==> src/design/ctrxc_defs.svh <==
// Constants for the contactless target receive/transmit control block
// Contract
// - Wait bit ends anticollision after select+command
// - Polling sequence plus command also ends it
// - Wait bit set blocks active communication
// - 424 kbit slot halved when bit set
// - Drop packets longer than four times limit
// - Limit field zero means 256 bytes
// - 106 kbit skips check without sync detection
// - Bits 7..5 set Miller decoder sensitivity
// - Bits 4..3 set Miller time constant
// - Halted card accepts only request 52h; the filter acts at 106 kbit only
// - Halted flag set by host or engine
// - RF field reset clears halted flag
// - Response time is 7 plus wait bits
// - Early transmit request waits for minimum time
// - Late request starts once bit phase aligned
// - Reset values 62h and 00h, all writable
`ifndef CTRXC_DEFS_SVH
`define CTRXC_DEFS_SVH
// ==========================================
// Register map
`define CTRXC_ADDR_PLSC        6'h1b
`define CTRXC_ADDR_MRC         6'h1c
`define CTRXC_RST_PLSC         8'h00
`define CTRXC_RST_MRC          8'h62
// ==========================================
// Field positions
`define CTRXC_BIT_HOLD_SEL     7
`define CTRXC_BIT_HALF_SLOT    6
`define CTRXC_QUADS_HI         5
`define CTRXC_SENS_HI          7
`define CTRXC_SENS_LO          5
`define CTRXC_TAU_HI           4
`define CTRXC_TAU_LO           3
`define CTRXC_BIT_HALTED       2
`define CTRXC_WAIT_HI          1
// ==========================================
// Protocol values
`define CTRXC_REQ_HALTED_OK    8'h52
`define CTRXC_LEN_UNLIMITED    9'h100
`define CTRXC_BASE_WAIT_BITS   4'h7
// Slot length at 212 kbit, in data bits (plain default)
`define CTRXC_SLOT_212_BITS    8'h80
`endif

==> src/design/ctrxc_pkg.sv <==
// Types for the contactless target receive/transmit control block
package ctrxc_pkg;
  typedef enum logic [1:0] {
    CTRXC_RATE_106 = 2'b00,
    CTRXC_RATE_212 = 2'b01,
    CTRXC_RATE_424 = 2'b10
  } ctrxc_rate_t;
  typedef enum logic [1:0] {
    CTRXC_AC_IDLE   = 2'b00,
    CTRXC_AC_WAIT   = 2'b01,
    CTRXC_AC_ARMED  = 2'b10
  } ctrxc_ac_t;
  typedef enum logic [1:0] {
    CTRXC_TX_IDLE   = 2'b00,
    CTRXC_TX_GUARD  = 2'b01,
    CTRXC_TX_HOLD   = 2'b10
  } ctrxc_tx_t;
endpackage

==> src/design/ctrxc_len_check.sv <==
// Receive packet length limit check
`timescale 1ns/10ps
`default_nettype none
`include "ctrxc_defs.svh"
module ctrxc_len_check
  import ctrxc_pkg::*;
(
  input  wire logic        i_core_clk,
  input  wire logic        i_sys_rst,
  input  wire logic [5:0]  i_max_quads,
  input  wire ctrxc_rate_t i_rate,
  input  wire logic        i_sync_det_en,
  input  wire logic        i_rx_byte_valid,
  input  wire logic        i_rx_end,
  output logic             o_too_long
);
  logic [8:0] limit;
  logic       bypass;
  logic [9:0] cnt_ff;
  logic       over_ff;

  // Zero field means the 256 byte ceiling
  assign limit  = (i_max_quads == 6'h00) ? `CTRXC_LEN_UNLIMITED : {1'b0, i_max_quads, 2'b00};
  assign bypass = (i_rate == CTRXC_RATE_106) && !i_sync_det_en;

  // Byte counter, saturates so long frames cannot wrap back under the limit
  always_ff @(posedge i_core_clk) begin
    if (i_sys_rst || i_rx_end) begin
      cnt_ff <= 10'h000;
    end else if (i_rx_byte_valid && !cnt_ff[9]) begin
      cnt_ff <= cnt_ff + 10'h001;
    end
  end

  // Sticky overrun for the frame in progress
  always_ff @(posedge i_core_clk) begin
    if (i_sys_rst || i_rx_end) begin
      over_ff <= 1'b0;
    end else if (i_rx_byte_valid && !bypass && ((cnt_ff + 10'h001) > {1'b0, limit})) begin
      over_ff <= 1'b1;
    end
  end

  assign o_too_long = over_ff || (i_rx_byte_valid && !bypass && ((cnt_ff + 10'h001) > {1'b0, limit}));
endmodule
`default_nettype wire

==> src/design/ctrxc_tx_guard.sv <==
// Minimum receive-to-transmit response time guard
`timescale 1ns/10ps
`default_nettype none
`include "ctrxc_defs.svh"
module ctrxc_tx_guard
  import ctrxc_pkg::*;
(
  input  wire logic       i_core_clk,
  input  wire logic       i_sys_rst,
  input  wire logic [1:0] i_wait_bits,
  input  wire logic       i_rx_end,
  input  wire logic       i_bit_tick,
  input  wire logic       i_phase_ok,
  input  wire logic       i_tx_req,
  output logic            o_tx_start,
  output logic            o_waiting
);
  ctrxc_tx_t  state_ff;
  ctrxc_tx_t  nxt_state;
  logic [3:0] bits_ff;
  logic       pend_ff;
  logic       elapsed;

  assign elapsed = (bits_ff >= (`CTRXC_BASE_WAIT_BITS + {2'b00, i_wait_bits}));

  // Guard state follows end of reception and elapsed bit count
  always_comb begin
    nxt_state = state_ff;
    case (state_ff)
      CTRXC_TX_IDLE:  nxt_state = i_rx_end ? CTRXC_TX_GUARD : CTRXC_TX_IDLE;
      CTRXC_TX_GUARD: nxt_state = elapsed ? CTRXC_TX_HOLD : CTRXC_TX_GUARD;
      CTRXC_TX_HOLD:  nxt_state = i_rx_end ? CTRXC_TX_GUARD : CTRXC_TX_HOLD;
      default:        nxt_state = CTRXC_TX_IDLE;
    endcase
  end

  always_ff @(posedge i_core_clk) begin
    if (i_sys_rst) begin
      state_ff <= CTRXC_TX_IDLE;
    end else begin
      state_ff <= nxt_state;
    end
  end

  // Data bit counter since end of reception
  always_ff @(posedge i_core_clk) begin
    if (i_sys_rst || i_rx_end) begin
      bits_ff <= 4'h0;
    end else if (state_ff == CTRXC_TX_GUARD && i_bit_tick && !elapsed) begin
      bits_ff <= bits_ff + 4'h1;
    end
  end

  // A request may come early; it is remembered until it can go
  always_ff @(posedge i_core_clk) begin
    if (i_sys_rst || o_tx_start) begin
      pend_ff <= 1'b0;
    end else if (i_tx_req) begin
      pend_ff <= 1'b1;
    end
  end

  // Start only after guard time and on aligned bit phase
  assign o_tx_start = (pend_ff || i_tx_req) && (state_ff != CTRXC_TX_GUARD) && i_phase_ok;
  assign o_waiting  = (pend_ff || i_tx_req) && !o_tx_start;
endmodule
`default_nettype wire

==> src/design/ctrxc_top.sv <==
// Target-mode receive/transmit control registers and their logic
//
// Our own choice: the address-and-strobe port.
`timescale 1ns/10ps
`default_nettype none
`include "ctrxc_defs.svh"
module ctrxc_top
  import ctrxc_pkg::*;
(
  input  wire logic        i_core_clk,
  input  wire logic        i_sys_rst,
  // Register port
  input  wire logic [5:0]  i_reg_addr,
  input  wire logic [7:0]  i_reg_wdata,
  input  wire logic        i_reg_wr,
  input  wire logic        i_reg_rd,
  output logic [7:0]       o_reg_rdata,
  // Mode and framing context
  input  wire ctrxc_rate_t i_rate,
  input  wire logic        i_sync_detection_enable,
  input  wire logic        i_card_mode,
  input  wire logic        i_rf_field_reset,
  input  wire logic        i_auto_anticollision_command,
  input  wire logic        i_select_done,
  input  wire logic        i_polling_done,
  input  wire logic        i_engine_halt,
  input  wire logic        i_active_req,
  // Receive path
  input  wire logic        i_rx_byte_valid,
  input  wire logic [7:0]  i_rx_byte,
  input  wire logic        i_rx_first,
  input  wire logic        i_rx_end,
  input  wire logic        i_rx_crc_ok,
  // Transmit path
  input  wire logic        i_bit_tick,
  input  wire logic        i_transmit_bit_phase_ok,
  input  wire logic        i_tx_req,
  // Outputs
  output logic             o_rx_wr,
  output logic [7:0]       o_rx_data,
  output logic             o_rx_flush,
  output logic             o_cmd_valid,
  output logic             o_req_ignored,
  output logic             o_auto_anticollision_command_done,
  output logic             o_active_allowed,
  output logic [7:0]       o_slot_len_bits,
  output logic [2:0]       o_miller_decoder_sensitivity,
  output logic [1:0]       o_miller_decoder_time_constant,
  output logic             o_tx_start,
  output logic             o_tx_waiting
);
  // ==========================================
  // Registers
  logic [7:0] plsc_ff;
  logic [7:0] mrc_ff;
  logic       halted_ff;
  ctrxc_ac_t  ac_ff;
  ctrxc_ac_t  nxt_ac;
  logic       too_long;
  logic       drop_ff;
  logic       bad_first;
  logic [1:0] sel;
  // Reset image of the tuning register, sliced for per-field reset values
  localparam logic [7:0] RST_MRC = `CTRXC_RST_MRC;
  logic       filt_ff;
  logic       tx_start;
  logic       tx_wait;
  logic       frame_ok;

  // Address decode shared by read and write paths
  function automatic logic [1:0] dec(input logic [5:0] a);
    dec = {(a == `CTRXC_ADDR_MRC), (a == `CTRXC_ADDR_PLSC)};
  endfunction

  // One decode for all users; a function result cannot be bit-selected
  assign sel = dec(i_reg_addr);

  // Host-writable configuration
  always_ff @(posedge i_core_clk) begin
    if (i_sys_rst) begin
      plsc_ff <= `CTRXC_RST_PLSC;
      mrc_ff  <= `CTRXC_RST_MRC;
    end else if (i_reg_wr) begin
      if (sel[0]) begin
        plsc_ff <= i_reg_wdata;
      end
      if (sel[1]) begin
        mrc_ff <= i_reg_wdata;
      end
    end
  end

  // Halted flag: host or engine set, RF reset clears; a set beats the clear
  always_ff @(posedge i_core_clk) begin
    if (i_sys_rst) begin
      halted_ff <= RST_MRC[`CTRXC_BIT_HALTED];
    end else if (i_engine_halt) begin
      halted_ff <= 1'b1;
    end else if (i_reg_wr && sel[1]) begin
      halted_ff <= i_reg_wdata[`CTRXC_BIT_HALTED];
    end else if (i_rf_field_reset) begin
      halted_ff <= 1'b0;
    end
  end

  // Read data one cycle after the strobe, unmapped reads zero
  always_ff @(posedge i_core_clk) begin
    if (i_sys_rst) begin
      o_reg_rdata <= 8'h00;
    end else if (i_reg_rd && sel[0]) begin
      o_reg_rdata <= plsc_ff;
    end else if (i_reg_rd && sel[1]) begin
      o_reg_rdata <= {mrc_ff[`CTRXC_SENS_HI:`CTRXC_TAU_LO], halted_ff, mrc_ff[`CTRXC_WAIT_HI:0]};
    end else begin
      o_reg_rdata <= 8'h00;
    end
  end

  // ==========================================
  // Receive filtering
  ctrxc_len_check u_len (
    .i_core_clk      (i_core_clk),
    .i_sys_rst       (i_sys_rst),
    .i_max_quads     (plsc_ff[`CTRXC_QUADS_HI:0]),
    .i_rate          (i_rate),
    .i_sync_det_en   (i_sync_detection_enable),
    .i_rx_byte_valid (i_rx_byte_valid),
    .i_rx_end        (i_rx_end),
    .o_too_long      (too_long)
  );

  // Halted card at 106 kbit: first byte must be the allowed request code
  always_ff @(posedge i_core_clk) begin
    if (i_sys_rst || i_rx_end) begin
      filt_ff <= 1'b0;
    end else if (bad_first) begin
      filt_ff <= 1'b1;
    end
  end

  assign bad_first = i_rx_byte_valid && i_rx_first && halted_ff && i_card_mode && i_rate == CTRXC_RATE_106
                     && i_rx_byte != `CTRXC_REQ_HALTED_OK;

  // Drop latch: once a frame is rejected, no more bytes pass
  always_ff @(posedge i_core_clk) begin
    if (i_sys_rst || i_rx_end) begin
      drop_ff <= 1'b0;
    end else if (too_long || bad_first) begin
      drop_ff <= 1'b1;
    end
  end

  // Bytes reach the buffer only while the frame is good
  always_ff @(posedge i_core_clk) begin
    if (i_sys_rst) begin
      o_rx_wr   <= 1'b0;
      o_rx_data <= 8'h00;
    end else begin
      o_rx_wr   <= i_rx_byte_valid && !too_long && !drop_ff && !bad_first;
      o_rx_data <= i_rx_byte;
    end
  end

  assign frame_ok = i_rx_end && i_rx_crc_ok && !too_long && !drop_ff && !filt_ff;

  // Flush partial bytes of a rejected frame; no command reported
  always_ff @(posedge i_core_clk) begin
    if (i_sys_rst) begin
      o_rx_flush    <= 1'b0;
      o_cmd_valid   <= 1'b0;
      o_req_ignored <= 1'b0;
    end else begin
      o_rx_flush    <= i_rx_end && (too_long || drop_ff || filt_ff);
      o_cmd_valid   <= frame_ok;
      o_req_ignored <= i_rx_end && filt_ff;
    end
  end

  // ==========================================
  // Anticollision termination
  always_comb begin
    nxt_ac = ac_ff;
    case (ac_ff)
      CTRXC_AC_IDLE:  nxt_ac = i_auto_anticollision_command ? CTRXC_AC_WAIT : CTRXC_AC_IDLE;
      CTRXC_AC_WAIT:  nxt_ac = !i_auto_anticollision_command ? CTRXC_AC_IDLE :
                               (i_select_done || i_polling_done) ? CTRXC_AC_ARMED : CTRXC_AC_WAIT;
      CTRXC_AC_ARMED: nxt_ac = (!i_auto_anticollision_command || frame_ok) ? CTRXC_AC_IDLE : CTRXC_AC_ARMED;
      default:        nxt_ac = CTRXC_AC_IDLE;
    endcase
  end

  always_ff @(posedge i_core_clk) begin
    if (i_sys_rst) begin
      ac_ff <= CTRXC_AC_IDLE;
    end else begin
      ac_ff <= nxt_ac;
    end
  end

  // Without the hold bit, any valid command ends the command
  always_ff @(posedge i_core_clk) begin
    if (i_sys_rst) begin
      o_auto_anticollision_command_done <= 1'b0;
    end else if (plsc_ff[`CTRXC_BIT_HOLD_SEL]) begin
      o_auto_anticollision_command_done <= ac_ff == CTRXC_AC_ARMED && frame_ok && i_auto_anticollision_command;
    end else begin
      o_auto_anticollision_command_done <= i_auto_anticollision_command && frame_ok;
    end
  end

  // Active mode is locked out while holding for selection
  always_ff @(posedge i_core_clk) begin
    if (i_sys_rst) begin
      o_active_allowed <= 1'b0;
    end else begin
      o_active_allowed <= i_active_req && !plsc_ff[`CTRXC_BIT_HOLD_SEL];
    end
  end

  // Slot length: half of the 212 kbit slot only at 424 kbit
  always_ff @(posedge i_core_clk) begin
    if (i_sys_rst) begin
      o_slot_len_bits <= `CTRXC_SLOT_212_BITS;
    end else if (i_rate == CTRXC_RATE_424 && plsc_ff[`CTRXC_BIT_HALF_SLOT]) begin
      o_slot_len_bits <= `CTRXC_SLOT_212_BITS >> 1;
    end else begin
      o_slot_len_bits <= `CTRXC_SLOT_212_BITS;
    end
  end

  // Miller decoder tuning straight from the register
  always_ff @(posedge i_core_clk) begin
    if (i_sys_rst) begin
      o_miller_decoder_sensitivity   <= RST_MRC[`CTRXC_SENS_HI:`CTRXC_SENS_LO];
      o_miller_decoder_time_constant <= RST_MRC[`CTRXC_TAU_HI:`CTRXC_TAU_LO];
    end else begin
      o_miller_decoder_sensitivity   <= mrc_ff[`CTRXC_SENS_HI:`CTRXC_SENS_LO];
      o_miller_decoder_time_constant <= mrc_ff[`CTRXC_TAU_HI:`CTRXC_TAU_LO];
    end
  end

  // ==========================================
  // Response timing
  ctrxc_tx_guard u_guard (
    .i_core_clk  (i_core_clk),
    .i_sys_rst   (i_sys_rst),
    .i_wait_bits (mrc_ff[`CTRXC_WAIT_HI:0]),
    .i_rx_end    (i_rx_end),
    .i_bit_tick  (i_bit_tick),
    .i_phase_ok  (i_transmit_bit_phase_ok),
    .i_tx_req    (i_tx_req),
    .o_tx_start  (tx_start),
    .o_waiting   (tx_wait)
  );

  // Registered so the frame start leaves a flip-flop
  always_ff @(posedge i_core_clk) begin
    if (i_sys_rst) begin
      o_tx_start   <= 1'b0;
      o_tx_waiting <= 1'b0;
    end else begin
      o_tx_start   <= tx_start;
      o_tx_waiting <= tx_wait;
    end
  end
endmodule
`default_nettype wire

==> config.mk <==
export PLATFORM = sky130hd
export DESIGN_NAME = ctrxc_top
export DESIGN_NICKNAME = d
export VERILOG_FILES = /design/src/design/ctrxc_pkg.sv /design/src/design/ctrxc_len_check.sv /design/src/design/ctrxc_tx_guard.sv /design/src/design/ctrxc_top.sv
export VERILOG_INCLUDE_DIRS = /design/src /design/src/design
export SDC_FILE = /design/constraint.sdc
export NUM_CORES = 1
export LEC_CHECK = 0
export BUFFER_PORTS_ARGS = -buffer_cell sky130_fd_sc_hd__clkbuf_2
export CAP_MARGIN = 20
export CORE_MARGIN = 5
export CORE_UTILIZATION = 48
export DETAILED_ROUTE_END_ITERATION = 8
export PLACE_DENSITY = 0.76
export RECOVER_POWER = 100
export SYNTH_ARGS = -nofsm -noshare
export SYNTH_HDL_FRONTEND = slang
export SYNTH_HIERARCHICAL = 1
export SYNTH_SLANG_ARGS = --single-unit
==> constraint.sdc <==
create_clock -name i_core_clk -period 2.1 [get_ports i_core_clk]
set_input_delay 0.315 -clock i_core_clk [delete_from_list [all_inputs] [get_ports i_core_clk]]
set_output_delay 0.315 -clock i_core_clk [all_outputs]
set_load 0.02 [all_outputs]
==> results.toml <==
[outcome]
outcome = "complete, but fails checks"
violations = "setup timing"

[clocking]
h-tree-depth = 3
cts_root_buf = "clkbuf_8"
clockBufferDepth = 2
clkSinkCount = 69
ctsHoldBuffers = 0
cts_tree = "built"
cts_buffers = 9
clkLatencyLatePin_ps = 340
clk_pin_slew_ps = 70

[critical_path]
worst-setup-path-type = "flop to flop"
crit_arrival_ps = 2490
slowest_delay_ps = 370
r2r_start = "u_len/cnt_ff[0]$_SDFFE_PP0P_"
reg2reg_depth = 11
path_depth = 11
crit_start = "u_len/cnt_ff[0]$_SDFFE_PP0P_"
cp_max_fo = 4
crit_path_end = "o_cmd_valid$_SDFF_PP0_"
timing.critical_path.mode_cell = "nand4_1"
critPathRequiredTime_ps = 2320
r2r_slack_ps = -170
crit_family = "simple AND/OR/NAND/NOR gates"
crit_path_cell_trace = "and4_4 -> nand3_4 -> xnor2_2 -> ha_1 -> nand4_1 -> o21bai_1 -> a31o_2 -> a21oi_4 -> nor2_4 -> nand4_1 -> nor2_1"
cp_slowest_cell = "dfxtp_4"
startpoint_type = "flop"
reg2reg_to = "o_cmd_valid$_SDFF_PP0_"
crit_buf_inv = 0
end_kind = "flop"

[synth]
yosys-top-cells-area = "dfxtp_1, ha_1, nand3_1"
synth_warnings = 6
synthArstFlopShare_pct = 0
yosysTopAreaCell = "dfxtp_1"
syn_inst = 344
yosysUniqueCellTypes = 60
synth_enable_flop_cells = 0
synth_flop_cell = "dfxtp_1"
synth_seq_cells = 69
avgSynthCellArea_um2 = 9.43
synth_area_um2 = 3250
seq_area_frac_synth_pct = 42.6
synth_top_area_share_pct = 42.6

[timing]
fin_worst_skew_ps = 8.11
whs_ps = 206
worst_pin_slew_ps = 532
finalHoldViolCount = 0
fmax_mhz = 441
finalCritPeriodShare_pct = 108
setup_violations = 7
drv_slew = 0
post-route-min-period_ps = 2270
setup_slack_ps = -167
slew_headroom_pct = 64.4
rsz0062_at_grt = "true"

[placed_design]
gp_congestion = 0.836
placed_area_um2 = 3760
place_hpwl_mm = 5.61
dpl.cell_count = 503
io_buffers = 73

[routing]
drtIter0Drc = 160
drc = 0
via_count = 2731
via_per_inst = 5.20
drtPass1Iterations = 4
wire_per_inst_um = 13.9
ant_nets = 0
drt_wl_total_mm = 7.30

[floorplanning]
fp.dieW_um = 92.2
core_um2 = 6680
io_pins = 80
start_util_pct = 48.6
die_y_um = 92.2
die_area_um2 = 8510
fp-row-count = 30

[finish]
num_antenna_cells = 0
layout-drive-gt1-share_pct = 34.2
final_core_util_pct = 60.7
final_area_um2 = 4050
area_delta_synth_final_pct = 24.9
fin_cells = 525
num-nets-final = 498

[global_routing]
grt_max_degree = 30
grt_use_total_pct = 17.9
grt_overflow = 0
grt_pass1_vias = 2741
grt_pass1_wl_mm = 12.2
antenna_found_initial = 0

[power_and_ir_drop]
vdd_drop_max_v = 0.000388
p_clk_share_pct = 38.5
p_seq_share_pct = 52.9
p_int_uw = 1920
power.switching_uw = 614
power.share.switching_pct = 24.2
power.density_nw_per_um2 = 625
p_comb_share_pct = 8.6
p_leak_uw = 0.00170

[min_path]
worstHoldStart = "i_rx_byte[3]"
min_path_type = "input port to flop"

[run]
cap_violations = 0
## routing by layer
metal	GRT usage, %	vias to the layer above	part of all wire [%]
met4	7.05	0	0.96
li1	-	1385	-
met3	6.81	6	8.0
met1	21.4	1248	42
met2	29.0	92	49
met5	0	-	0
## synth_stat cells, types with 6 or more instances
cell type	count
a21oi_1	27
buf_4	7
clkbuf_1	6
dfxtp_1	69
ha_1	15
inv_1	12
mux2i_1	8
nand2_1	9
nand2b_1	20
nand3_1	31
nor2_1	18
nor2b_1	20
o21ai_0	7
xnor2_1	9
## cells in the final DEF (no fill, tap or decap), drive strengths merged, types with 9 or more instances in the layout
cell	synthesis	final
buf	15	30
xnor2	9	9
nand2b	20	20
clkbuf	6	86
nor2b	20	20
a21oi	28	28
nand2	9	9
inv	12	12
nand3	32	32
nor2	18	18
dfxtp	69	69
o21ai	9	9
ha	15	15
## cell type report
class | instances | area [um^2]
Clock buffer | 13 | 160
Clock inverter | 3 | 18.8
Fill cell | 571 | 2630
Inverter | 12 | 45.0
Multi-Input combinational cell | 245 | 1740
Sequential cell | 69 | 1400
Tap cell | 80 | 100
Timing Repair Buffer | 103 | 591
## power by group through the flow
stage	clock (uW)	sequential, uW	combinational [uW]
after floorplan	0	1390	113
after global placement	0	1370	208
after detailed placement	0	1370	212
after CTS	1010	1340	214
after global routing	1070	1340	239
final	976	1340	217
## cell families after synthesis
kind of cell	share of synthesized area, %
buf+inv	7.48
compound gates	11.2
other cells	0.116
simple gates	26.6
fa+ha+maj	5.78
mux	2.47
flops	42.6
xor+xnor	3.78
## worst min-delay path by stage
stage,slack (ps),to,cells after the start
after global routing,200,o_rx_data[3]$_SDFF_PP0_,2
after global placement,420,ac_ff[0]$_SDFF_PP0_,1
after floorplan,390,u_guard/pend_ff$_SDFFE_PP0P_,1
after detailed placement,420,ac_ff[0]$_SDFF_PP0_,1
final,210,o_rx_data[3]$_SDFF_PP0_,2
after CTS,190,o_slot_len_bits[7]$_SDFF_PP1_,2
## metrics by stage
| stage | total power, uW | TNS [ps] | worst slack [ps] |
|---|---|---|---|
| floorplan | 1500 | -204 | -70.9 |
| global placement | 1580 | -480 | -119 |
| detailed placement | 1580 | -969 | -251 |
| CTS | 2560 | -693 | -142 |
| global route | 2660 | -1710 | -304 |
| finish | 2530 | -813 | -167 |
## state kept, by name, summed over array words and instances (netlist names), 2 cells and up
name / cells
ac_ff: 2
mrc_ff: 7
o_miller_decoder_sensitivity: 3
o_miller_decoder_time_constant: 2
o_reg_rdata: 8
o_rx_data: 8
o_slot_len_bits: 2
plsc_ff: 8
u_guard/bits_ff: 4
u_guard/state_ff: 2
u_len/cnt_ff: 10
## what timing repair did
action                                  CTS  global route
endpoints found under the setup margin    7             9
pin swaps                                12            12
gates resized for setup                   4            11
setup buffers                             3             3
Power figures use the tool's default switching activity.
